`src/hw/tmr_pkg.sv`:
```
// Register map, field positions and timing constants of the timer 2 block.
package tmr_pkg;
    // Register indices; the byte address on the bus is four times the index.
    localparam logic [7:0] IDX_CONTROL      = 8'hC8;
    localparam logic [7:0] IDX_MODE_CONTROL = 8'hC9;
    localparam logic [7:0] IDX_CAPTURE_LOW  = 8'hCA;
    localparam logic [7:0] IDX_CAPTURE_HIGH = 8'hCB;
    localparam logic [7:0] IDX_COUNT_LOW    = 8'hCC;
    localparam logic [7:0] IDX_COUNT_HIGH   = 8'hCD;

    // Control register fields.
    localparam int CTL_TIMER_OVERFLOW_FLAG = 7;
    localparam int CTL_EXTERNAL_EDGE_FLAG  = 6;
    localparam int CTL_RX_BAUD_SELECT      = 5;
    localparam int CTL_TX_BAUD_SELECT      = 4;
    localparam int CTL_EDGE_INPUT_ENABLE   = 3;
    localparam int CTL_RUN_CONTROL         = 2;
    localparam int CTL_COUNT_SOURCE_SELECT = 1;
    localparam int CTL_CAPTURE_RELOAD_SEL  = 0;

    // Mode control register fields.
    localparam int MOD_CAPTURE_AUTO_CLEAR  = 3;
    localparam int MOD_CLOCK_OUT_ENABLE    = 1;
    localparam int MOD_DOWN_COUNT_ENABLE   = 0;

    // Reset values and the full count.
    localparam logic [7:0]  RESET_BYTE  = 8'h00;
    localparam logic [15:0] RESET_COUNT = 16'h0000;
    localparam logic [15:0] COUNT_FULL  = 16'hFFFF;

    // Core clocks per tick: slow rate, fast rate, baud-rate generator.
    localparam logic [3:0] TICK_DIV_SLOW = 4'hC;
    localparam logic [3:0] TICK_DIV_FAST = 4'h4;
    localparam logic [3:0] TICK_DIV_BAUD = 4'h2;

    // Bus responses.
    localparam logic [1:0] RESP_OKAY   = 2'h0;
    localparam logic [1:0] RESP_SLVERR = 2'h2;
endpackage

```
`src/hw/tmr_timer2.sv`:
```
// Timer 2: capture, auto-reload and baud generation behind an AXI4-Lite slave.
`timescale 1ns/100ps
`default_nettype none

// Operation
// RL1: Set overflow flag when the sixteen-bit count overflows with both baud selects 0.
// RL2: Counting down, set overflow flag when count equals the capture register.
// RL3: Hardware sets overflow flag only with both baud selects 0; software clears.
// RL4: Edge flag set by input falling edge or overflow per mode bits.
// RL5: Edge flag set by software or edge raises the enabled timer interrupt.
// RL6: Receive baud select picks receive time-base; setting forces baud mode.
// RL7: Transmit baud select picks transmit time-base; setting forces baud mode.
// RL8: Edge enable 0 ignores the edge pin; otherwise edge captures or reloads.
// RL9: Run control enables counting; cleared it freezes the count.
// RL10: Source select 0 counts core ticks at chosen rate, 1 counts pin edges.
// RL11: In baud mode the timer advances every two clocks.
// RL12: Any baud select forces auto-reload after every overflow.
// RL13: Reload select reloads on overflow and on enabled input falling edge.
// RL14: Capture select with edge enable captures the count on falling edge.
// RL15: Capture with auto-clear set resets the count after capturing.
// RL16: Clock out enable switches the clock output on or off.
// RL17: In auto-reload, down enable and edge pin level choose direction.
// RL18: Capture low byte receives count low byte or supplies reload low byte.
// RL19: Capture high byte receives count high byte or supplies reload high byte.
// RL20: Down enabled: pin high counts up, low counts down; reload on up overflow.
module tmr_timer2
    import tmr_pkg::*;
#(
    parameter int ADDR_W = 12
) (
    // Clock and reset.
    input  wire logic              clock_in,
    input  wire logic              resetn_in,
    // AXI4-Lite write channels.
    input  wire logic [ADDR_W-1:0] s_axi_awaddr_in,
    input  wire logic              s_axi_awvalid_in,
    output var  logic              s_axi_awready_out,
    input  wire logic [31:0]       s_axi_wdata_in,
    input  wire logic [3:0]        s_axi_wstrb_in,
    input  wire logic              s_axi_wvalid_in,
    output var  logic              s_axi_wready_out,
    output var  logic [1:0]        s_axi_bresp_out,
    output var  logic              s_axi_bvalid_out,
    input  wire logic              s_axi_bready_in,
    // AXI4-Lite read channels.
    input  wire logic [ADDR_W-1:0] s_axi_araddr_in,
    input  wire logic              s_axi_arvalid_in,
    output var  logic              s_axi_arready_out,
    output var  logic [31:0]       s_axi_rdata_out,
    output var  logic [1:0]        s_axi_rresp_out,
    output var  logic              s_axi_rvalid_out,
    input  wire logic              s_axi_rready_in,
    // Pins.
    input  wire logic              count_input_pin_in,
    input  wire logic              edge_input_pin_in,
    output var  logic              clock_out_out,
    // Core and serial port side.
    input  wire logic              timer_rate_select_in,
    input  wire logic              timer1_overflow_in,
    input  wire logic              timer_irq_enable_in,
    output var  logic              rx_baud_tick_out,
    output var  logic              tx_baud_tick_out,
    output var  logic              timer_irq_out
);

    // The six register indices need eight index bits above the byte lanes.
    if (ADDR_W < 10) begin : g_addr_check
        $error("ADDR_W too small for the register map");
    end

    ////////////////////////////////////////////////////////////////////////////
    // Register state.
    logic        timer_overflow_flag;
    logic        external_edge_flag;
    logic        rx_baud_select;
    logic        tx_baud_select;
    logic        edge_input_enable;
    logic        run_control;
    logic        count_source_select;
    logic        capture_reload_select;
    logic        capture_auto_clear;
    logic        clock_out_enable;
    logic        down_count_enable;
    logic [15:0] count;
    logic [15:0] capture;

    function automatic logic idx_is(input logic [ADDR_W-1:0] a, input logic [7:0] idx);
        return (a[ADDR_W-1:2] == (ADDR_W-2)'(idx));
    endfunction

    function automatic logic idx_mapped(input logic [ADDR_W-1:0] a);
        return idx_is(a, IDX_CONTROL) || idx_is(a, IDX_MODE_CONTROL)
            || idx_is(a, IDX_CAPTURE_LOW) || idx_is(a, IDX_CAPTURE_HIGH)
            || idx_is(a, IDX_COUNT_LOW) || idx_is(a, IDX_COUNT_HIGH);
    endfunction

    ////////////////////////////////////////////////////////////////////////////
    // Pin synchronisers; a level counts once stages two and three agree.
    logic [2:0] cnt_sync;
    logic [2:0] edg_sync;
    logic       cnt_level;
    logic       edg_level;
    logic       cnt_fall;
    logic       edg_fall;

    always_ff @(posedge clock_in or negedge resetn_in) begin
        if (!resetn_in) begin
            cnt_sync  <= 3'h7;
            edg_sync  <= 3'h7;
            cnt_level <= 1'b1;
            edg_level <= 1'b1;
        end else begin
            cnt_sync <= {cnt_sync[1:0], count_input_pin_in};
            edg_sync <= {edg_sync[1:0], edge_input_pin_in};
            if (cnt_sync[1] == cnt_sync[2]) begin
                cnt_level <= cnt_sync[2];
            end
            if (edg_sync[1] == edg_sync[2]) begin
                edg_level <= edg_sync[2];
            end
        end
    end

    assign cnt_fall = cnt_level && (cnt_sync[1] == cnt_sync[2]) && !cnt_sync[2];
    assign edg_fall = edg_level && (edg_sync[1] == edg_sync[2]) && !edg_sync[2];

    ////////////////////////////////////////////////////////////////////////////
    // Tick generation.
    logic       baud_mode;
    logic [3:0] presc;
    logic [3:0] presc_limit;
    logic       presc_hit;
    logic       tick;

    assign baud_mode   = rx_baud_select || tx_baud_select; // RL6 RL7
    assign presc_limit = baud_mode ? TICK_DIV_BAUD - 4'h1 // RL11
                       : timer_rate_select_in ? TICK_DIV_FAST - 4'h1
                       : TICK_DIV_SLOW - 4'h1; // RL10
    assign presc_hit   = (presc >= presc_limit);

    always_ff @(posedge clock_in or negedge resetn_in) begin
        if (!resetn_in) begin
            presc <= 4'h0;
        end else if (!run_control || presc_hit) begin
            presc <= 4'h0;
        end else begin
            presc <= presc + 4'h1;
        end
    end

    // Baud mode ignores the source select; counter mode uses pin edges.
    assign tick = run_control && (baud_mode ? presc_hit // RL9 RL11
                : count_source_select ? cnt_fall : presc_hit); // RL10

    ////////////////////////////////////////////////////////////////////////////
    // Counting, capture and reload.
    logic        edge_event;
    logic        down_mode;
    logic [15:0] next_count;
    logic        tf_hw;
    logic        exf_hw;
    logic        cap_hw;
    logic        ovf;

    assign edge_event = edg_fall && edge_input_enable; // RL8
    assign down_mode  = !baud_mode && !capture_reload_select && down_count_enable;

    always_comb begin
        next_count = count;
        tf_hw      = 1'b0;
        exf_hw     = 1'b0;
        cap_hw     = 1'b0;
        ovf        = 1'b0;
        if (tick) begin
            if (baud_mode || !capture_reload_select) begin // RL12
                if (down_mode && !edg_level) begin // RL17 RL20
                    if (count == capture) begin
                        next_count = COUNT_FULL;
                        tf_hw      = 1'b1; // RL2
                        exf_hw     = 1'b1; // RL4
                        ovf        = 1'b1;
                    end else begin
                        next_count = count - 16'h0001;
                    end
                end else if (count == COUNT_FULL) begin
                    next_count = capture; // RL13 RL18 RL19 RL20
                    tf_hw      = !baud_mode; // RL1 RL3
                    exf_hw     = down_mode; // RL4
                    ovf        = 1'b1;
                end else begin
                    next_count = count + 16'h0001;
                end
            end else if (count == COUNT_FULL) begin
                next_count = RESET_COUNT;
                tf_hw      = 1'b1; // RL1
                ovf        = 1'b1;
            end else begin
                next_count = count + 16'h0001;
            end
        end
        if (edge_event && !baud_mode) begin // RL8
            if (capture_reload_select) begin
                cap_hw = 1'b1; // RL14
                if (capture_auto_clear) begin
                    next_count = RESET_COUNT; // RL15
                end
            end else if (!down_count_enable) begin
                next_count = capture; // RL13
            end
        end
        // The pin sets the edge flag except while it steers the direction.
        if (edge_event && !down_mode) begin
            exf_hw = 1'b1; // RL4
        end
    end

    ////////////////////////////////////////////////////////////////////////////
    // AXI4-Lite slave; address and data are taken in either order.
    logic              aw_held;
    logic              w_held;
    logic [ADDR_W-1:0] aw_addr;
    logic [31:0]       w_data;
    logic              w_lane0;
    logic              wr_go;
    logic              wr_ok;
    logic              wr_ctrl;
    logic              wr_mode;
    logic              wr_cap_lo;
    logic              wr_cap_hi;
    logic              wr_cnt_lo;
    logic              wr_cnt_hi;

    assign wr_go     = aw_held && w_held && !s_axi_bvalid_out;
    assign wr_ok     = wr_go && w_lane0;
    assign wr_ctrl   = wr_ok && idx_is(aw_addr, IDX_CONTROL);
    assign wr_mode   = wr_ok && idx_is(aw_addr, IDX_MODE_CONTROL);
    assign wr_cap_lo = wr_ok && idx_is(aw_addr, IDX_CAPTURE_LOW);
    assign wr_cap_hi = wr_ok && idx_is(aw_addr, IDX_CAPTURE_HIGH);
    assign wr_cnt_lo = wr_ok && idx_is(aw_addr, IDX_COUNT_LOW);
    assign wr_cnt_hi = wr_ok && idx_is(aw_addr, IDX_COUNT_HIGH);

    always_ff @(posedge clock_in or negedge resetn_in) begin
        if (!resetn_in) begin
            aw_held           <= 1'b0;
            w_held            <= 1'b0;
            aw_addr           <= '0;
            w_data            <= 32'h00000000;
            w_lane0           <= 1'b0;
            s_axi_awready_out <= 1'b0;
            s_axi_wready_out  <= 1'b0;
            s_axi_bvalid_out  <= 1'b0;
            s_axi_bresp_out   <= RESP_OKAY;
        end else begin
            s_axi_awready_out <= !aw_held && !s_axi_awready_out && !s_axi_bvalid_out;
            s_axi_wready_out  <= !w_held && !s_axi_wready_out && !s_axi_bvalid_out;
            if (s_axi_awvalid_in && s_axi_awready_out) begin
                aw_held <= 1'b1;
                aw_addr <= s_axi_awaddr_in;
                s_axi_awready_out <= 1'b0;
            end
            if (s_axi_wvalid_in && s_axi_wready_out) begin
                w_held  <= 1'b1;
                w_data  <= s_axi_wdata_in;
                w_lane0 <= s_axi_wstrb_in[0];
                s_axi_wready_out <= 1'b0;
            end
            if (wr_go) begin
                aw_held          <= 1'b0;
                w_held           <= 1'b0;
                s_axi_bvalid_out <= 1'b1;
                s_axi_bresp_out  <= idx_mapped(aw_addr) ? RESP_OKAY : RESP_SLVERR;
            end else if (s_axi_bvalid_out && s_axi_bready_in) begin
                s_axi_bvalid_out <= 1'b0;
            end
        end
    end

    always_ff @(posedge clock_in or negedge resetn_in) begin
        if (!resetn_in) begin
            s_axi_arready_out <= 1'b0;
            s_axi_rvalid_out  <= 1'b0;
            s_axi_rdata_out   <= 32'h00000000;
            s_axi_rresp_out   <= RESP_OKAY;
        end else if (s_axi_arvalid_in && s_axi_arready_out) begin
            s_axi_arready_out <= 1'b0;
            s_axi_rvalid_out  <= 1'b1;
            s_axi_rresp_out   <= idx_mapped(s_axi_araddr_in) ? RESP_OKAY : RESP_SLVERR;
            s_axi_rdata_out   <= 32'h00000000;
            if (idx_is(s_axi_araddr_in, IDX_CONTROL)) begin
                s_axi_rdata_out[7:0] <= {timer_overflow_flag, external_edge_flag,
                    rx_baud_select, tx_baud_select, edge_input_enable, run_control,
                    count_source_select, capture_reload_select};
            end else if (idx_is(s_axi_araddr_in, IDX_MODE_CONTROL)) begin
                s_axi_rdata_out[7:0] <= {4'h0, capture_auto_clear, 1'b0,
                    clock_out_enable, down_count_enable};
            end else if (idx_is(s_axi_araddr_in, IDX_CAPTURE_LOW)) begin
                s_axi_rdata_out[7:0] <= capture[7:0];
            end else if (idx_is(s_axi_araddr_in, IDX_CAPTURE_HIGH)) begin
                s_axi_rdata_out[7:0] <= capture[15:8];
            end else if (idx_is(s_axi_araddr_in, IDX_COUNT_LOW)) begin
                s_axi_rdata_out[7:0] <= count[7:0];
            end else if (idx_is(s_axi_araddr_in, IDX_COUNT_HIGH)) begin
                s_axi_rdata_out[7:0] <= count[15:8];
            end
        end else if (s_axi_rvalid_out) begin
            if (s_axi_rready_in) begin
                s_axi_rvalid_out <= 1'b0;
            end
        end else begin
            s_axi_arready_out <= !s_axi_arready_out;
        end
    end

    ////////////////////////////////////////////////////////////////////////////
    // Control and mode registers; a hardware set beats a software clear.
    always_ff @(posedge clock_in or negedge resetn_in) begin
        if (!resetn_in) begin
            timer_overflow_flag   <= 1'b0;
            external_edge_flag    <= 1'b0;
            rx_baud_select        <= 1'b0;
            tx_baud_select        <= 1'b0;
            edge_input_enable     <= 1'b0;
            run_control           <= 1'b0;
            count_source_select   <= 1'b0;
            capture_reload_select <= 1'b0;
            capture_auto_clear    <= 1'b0;
            clock_out_enable      <= 1'b0;
            down_count_enable     <= 1'b0;
        end else begin
            if (wr_ctrl) begin
                timer_overflow_flag   <= w_data[CTL_TIMER_OVERFLOW_FLAG] || tf_hw; // RL3
                external_edge_flag    <= w_data[CTL_EXTERNAL_EDGE_FLAG] || exf_hw; // RL5
                rx_baud_select        <= w_data[CTL_RX_BAUD_SELECT];
                tx_baud_select        <= w_data[CTL_TX_BAUD_SELECT];
                edge_input_enable     <= w_data[CTL_EDGE_INPUT_ENABLE];
                run_control           <= w_data[CTL_RUN_CONTROL];
                count_source_select   <= w_data[CTL_COUNT_SOURCE_SELECT];
                capture_reload_select <= w_data[CTL_CAPTURE_RELOAD_SEL];
            end else begin
                timer_overflow_flag <= timer_overflow_flag || tf_hw; // RL1 RL2
                external_edge_flag  <= external_edge_flag || exf_hw; // RL4
            end
            if (wr_mode) begin
                capture_auto_clear <= w_data[MOD_CAPTURE_AUTO_CLEAR];
                clock_out_enable   <= w_data[MOD_CLOCK_OUT_ENABLE];
                down_count_enable  <= w_data[MOD_DOWN_COUNT_ENABLE];
            end
        end
    end

    // Software writes to the count take priority over the running count.
    always_ff @(posedge clock_in or negedge resetn_in) begin
        if (!resetn_in) begin
            count <= RESET_COUNT;
        end else begin
            count <= next_count; // RL9
            if (wr_cnt_lo) begin
                count[7:0] <= w_data[7:0];
            end
            if (wr_cnt_hi) begin
                count[15:8] <= w_data[7:0];
            end
        end
    end

    // A capture from the pin wins over a software write in the same cycle.
    always_ff @(posedge clock_in or negedge resetn_in) begin
        if (!resetn_in) begin
            capture <= RESET_COUNT;
        end else if (cap_hw) begin
            capture <= count; // RL14 RL18 RL19
        end else begin
            if (wr_cap_lo) begin
                capture[7:0] <= w_data[7:0];
            end
            if (wr_cap_hi) begin
                capture[15:8] <= w_data[7:0];
            end
        end
    end

    ////////////////////////////////////////////////////////////////////////////
    // Outputs towards the serial port, the pin and the interrupt logic.
    always_ff @(posedge clock_in or negedge resetn_in) begin
        if (!resetn_in) begin
            rx_baud_tick_out <= 1'b0;
            tx_baud_tick_out <= 1'b0;
            clock_out_out    <= 1'b0;
            timer_irq_out    <= 1'b0;
        end else begin
            rx_baud_tick_out <= rx_baud_select ? ovf : timer1_overflow_in; // RL6
            tx_baud_tick_out <= tx_baud_select ? ovf : timer1_overflow_in; // RL7
            if (!clock_out_enable) begin
                clock_out_out <= 1'b0; // RL16
            end else if (ovf) begin
                clock_out_out <= !clock_out_out; // RL16
            end
            timer_irq_out <= timer_irq_enable_in
                && (timer_overflow_flag || external_edge_flag); // RL5
        end
    end
endmodule

`default_nettype wire

```
`config.mk`:
```
export PLATFORM = sky130hd
export DESIGN_NAME = tmr_timer2
export DESIGN_NICKNAME = d
export VERILOG_FILES = /design/src/hw/tmr_pkg.sv /design/src/hw/tmr_timer2.sv
export SDC_FILE = /design/constraint.sdc
export NUM_CORES = 1
export LEC_CHECK = 0
export ABC_AREA = 1
export ABC_CLOCK_PERIOD_IN_PS = 2900
export BUFFER_PORTS_ARGS = -buffer_cell sky130_fd_sc_hd__buf_2
export CAP_MARGIN = 20
export CORE_ASPECT_RATIO = 1.2
export CORE_UTILIZATION = 25
export DETAILED_ROUTE_END_ITERATION = 6
export GPL_ROUTABILITY_DRIVEN = 0
export PLACE_DENSITY = 0.38
export SYNTH_ARGS = -nofsm -noshare
export SYNTH_HDL_FRONTEND = slang
export SYNTH_SLANG_ARGS = --single-unit
```
`constraint.sdc`:
```
create_clock -name clock_in -period 2.9 [get_ports clock_in]
set_input_delay 0.145 -clock clock_in [delete_from_list [all_inputs] [get_ports clock_in]]
set_output_delay 0.145 -clock clock_in [all_outputs]
set_load 0.02 [all_outputs]
```
==> results.sh <==
export IMPL_status="completed"
export IMPL_worstPathCellList="nor2_1 > inv_2 > or2_2 > ha_1 > nand2_1 > nor3b_1 > nor2_1 > buf_4 > inv_2 > buf_4 > a21oi_1 > nand2_1 > nand3_1 > a21oi_1"
export IMPL_slowest_delay_ns=0.41
export IMPL_antenna_cells_inserted=0
export IMPL_cts_buffers=9
export IMPL_r2r_cells=14
export IMPL_ctsLongestPathBuffers=2
export IMPL_cts_resized=0
export IMPL_clkTransAtPathRegs_ns=0.08
export IMPL_synth_warnings=0
export IMPL_drc_errors=0
export IMPL_netlist_area_leader_share_pct=35.4
export IMPL_avgSynthCellArea_um2=6.93
export IMPL_place_port_buffers=59
export IMPL_synth_flop_cell="dfrtp_1"
export IMPL_first_global_vias=5900
export IMPL_r2r_end="count[1]$_DFF_PN0_"
export IMPL_fin_worst_skew_ns=0.0120
export IMPL_grt_pass1_wl_um=34400
export IMPL_drive_gt1_share_pct=13.7
export IMPL_yosysMostFrequentCell="nand2_1"
export IMPL_drv_slew=0
export IMPL_ys_seq_area_share_pct=38.8
export IMPL_ys_ff_latch=95
export IMPL_num_vias=6012
export IMPL_hp_class="input port to register"
export IMPL_critPathRequiredTime_ns=3.18
export IMPL_dr_first_iter_drc_count=319
export IMPL_powerDensity_nw_per_um2=605
export IMPL_multi_input_area_um2=3180
export IMPL_drv_cap=0
export IMPL_die_h_um=174
export IMPL_grt_max_degree=49
export IMPL_io_pins=117
export IMPL_die_w_um=145
export IMPL_irDropWorstVdd_v=0.000296
export IMPL_rows=62
export IMPL_routed_via_density=4.63
export IMPL_synth_area_leaders="dfrtp_1 35%, nand2_1 17%, nor2_1 5.8%"
export IMPL_r2r_slack_ns=0.37
export IMPL_dp_hpwl_um=17100
export IMPL_startpoint="rx_baud_select$_DFFE_PN0P_"
export IMPL_rsz0062_at_grt="false"
export IMPL_setup_tns_ns=0
export IMPL_cts_tree="built"
export IMPL_relSlewSlack_pct=48.4
export IMPL_cp_slowest_cell="dfrtp_1"
export IMPL_post_route_min_period_ns=2.53
export IMPL_core_area_um2=24000
export IMPL_fill_cells=2720
export IMPL_maxClockFrequency_mhz=395
export IMPL_worst_setup_path_type="register to register"
export IMPL_clock_sinks=95
export IMPL_synth_cell_type_count=43
export IMPL_start_util_pct=25.6
export IMPL_fin_crit_sh_pct=87.3
export IMPL_synth_common_cells="278 x nand2_1, 95 x nor2_1, 87 x dfrtp_1"
export IMPL_yosys_area_top_type="dfrtp_1"
export IMPL_crit_end="count[1]$_DFF_PN0_"
export IMPL_drt_first_pass_iters=5
export IMPL_antenna_found_initial=0
export IMPL_fp_dieArea_um2=25300
export IMPL_cp_end_kind="register"
export IMPL_area_delta_synth_final_pct=18.1
export IMPL_p_leak_nw=3.55
export IMPL_wirelength_um=22400
export IMPL_setup_violations=0
export IMPL_ant_nets=0
export IMPL_synth_edf_count=0
export IMPL_finalHoldViolations=0
export IMPL_worstPathArrival_ns=2.81
export IMPL_r2r_start="rx_baud_select$_DFFE_PN0P_"
export IMPL_routedWlPerCell_um=17.3
export IMPL_netlist_area_um2=6160
export IMPL_insertion_delay_ns=0.36
export IMPL_synthCells=889
export IMPL_grt_overflow_total=0
export IMPL_start_kind="register"
export IMPL_finalPower_mw=4.40
export IMPL_cts_root_buf="clkbuf_16"
export IMPL_regArea_um2=2390
export IMPL_worst_pin_slew_ns=0.766
export IMPL_cp_max_fo=18
export IMPL_htreeDepth=3
export IMPL_layout_nets=1050
export IMPL_grt_util_all_layers_pct=17.9
export IMPL_synthArstFlopShare_pct=100
report_power, final:
group | total [mW] | leakage, nW | switching, mW | internal (mW)
combinational | 1.28 | 2.26 | 0.837 | 0.439
clock | 1.20 | 0.129 | 0.600 | 0.599
sequential | 1.92 | 1.15 | 0.343 | 1.58
total | 4.40 | 3.55 | 1.78 | 2.62
area by class of cell:
class,instances,share of cell area [%]
multi-input cells,674,43.8
repair buffers,101,9.22
clock buffers,10,3.15
inverters,92,4.75
well taps,320,5.51
clock inverters,6,0.740
flip-flops and latches,95,32.8
cell usage in the layout, fill, tap and decap left out, types with 16 or more instances in the layout:
| cell type | instances |
|---|---|
| dfrtp_1 | 87 |
| nand2_1 | 278 |
| buf_4 | 20 |
| nand3_1 | 66 |
| a21oi_1 | 43 |
| o221ai_1 | 16 |
| nor2_1 | 95 |
| dlygate4sd3_1 | 23 |
| buf_2 | 58 |
| inv_1 | 81 |
| conb_1 | 26 |
| o21ai_0 | 54 |
logic make-up after synthesis:
kind of cell,after synthesis,share of synthesized area (%)
AOI/OAI and AO/OA,139,12.9
xor gates and xnor gates,14,1.99
adders and majority gates,5,1.02
buffers and inverters,145,11.0
DFF,95,38.8
muxes,2,0.366
other,1,0.0609
and+or+nand+nor,488,33.9
metal layers:
layer	share of wire, %	routed length [um]	track usage [%]	vias to the layer above
met5	0	0	0	-
met4	4.4	994	9.08	0
met3	2.4	548	2.10	35
met2	49	11100	31.3	130
met1	44	9830	21.7	2839
li1	-	-	-	3008
sequential cells by signal, summed over array words and instances, names as in the netlist, 3 cells and up:
register         count
w_data               8
cnt_sync             3
capture             16
s_axi_rdata_out      8
count               16
aw_addr             10
edg_sync             3
presc                4
through the flow:
step / hold WS (ns) / setup slack (ns) / std cells / cell area, um2 / util, %
2_1_floorplan: -0.151 / 0.767 / 914 / 6250 / -
3_3_place_gp: 0.233 / 0.423 / 1259 / 6760 / 28.1
3_5_place_dp: 0.230 / 0.394 / 1259 / 6760 / 28.1
4_1_cts: 0.0126 / 0.364 / 1298 / 7270 / 30.2
5_1_grt: 0.0180 / 0.178 / 1298 / 7270 / 30.2
6_report: 0.0133 / 0.369 / 1298 / 7270 / 30.2
critical path, delay by kind of cell, from the launching register on:
kind	cells	cell delay [ns]
simple gates	7	0.96
compound gates	2	0.20
flops	1	0.41
buf+inv	4	0.62
fa+ha+maj	1	0.27
timing repair:
item	in CTS	in global routing
buffers inserted	0	0
hold endpoints to repair	67	0
hold buffers	23	0
worst min-delay path by stage:
stage / slack (ns) / startpoint / depth (start not counted) / endpoint
4_1_cts: 0.01 / s_axi_wdata_in[3] / 3 / w_data[3]$_DFFE_PN0P_
5_1_grt: 0.02 / s_axi_wdata_in[3] / 3 / w_data[3]$_DFFE_PN0P_
2_1_floorplan: -0.15 / resetn_in / 0 / aw_addr[10]$_DFFE_PN0P_
3_3_place_gp: 0.23 / resetn_in / 1 / capture[6]$_DFFE_PN0P_
6_report: 0.01 / s_axi_wdata_in[3] / 3 / w_data[3]$_DFFE_PN0P_
3_5_place_dp: 0.23 / resetn_in / 1 / capture[6]$_DFFE_PN0P_
Note: power is estimated with default switching activity, not from simulation.
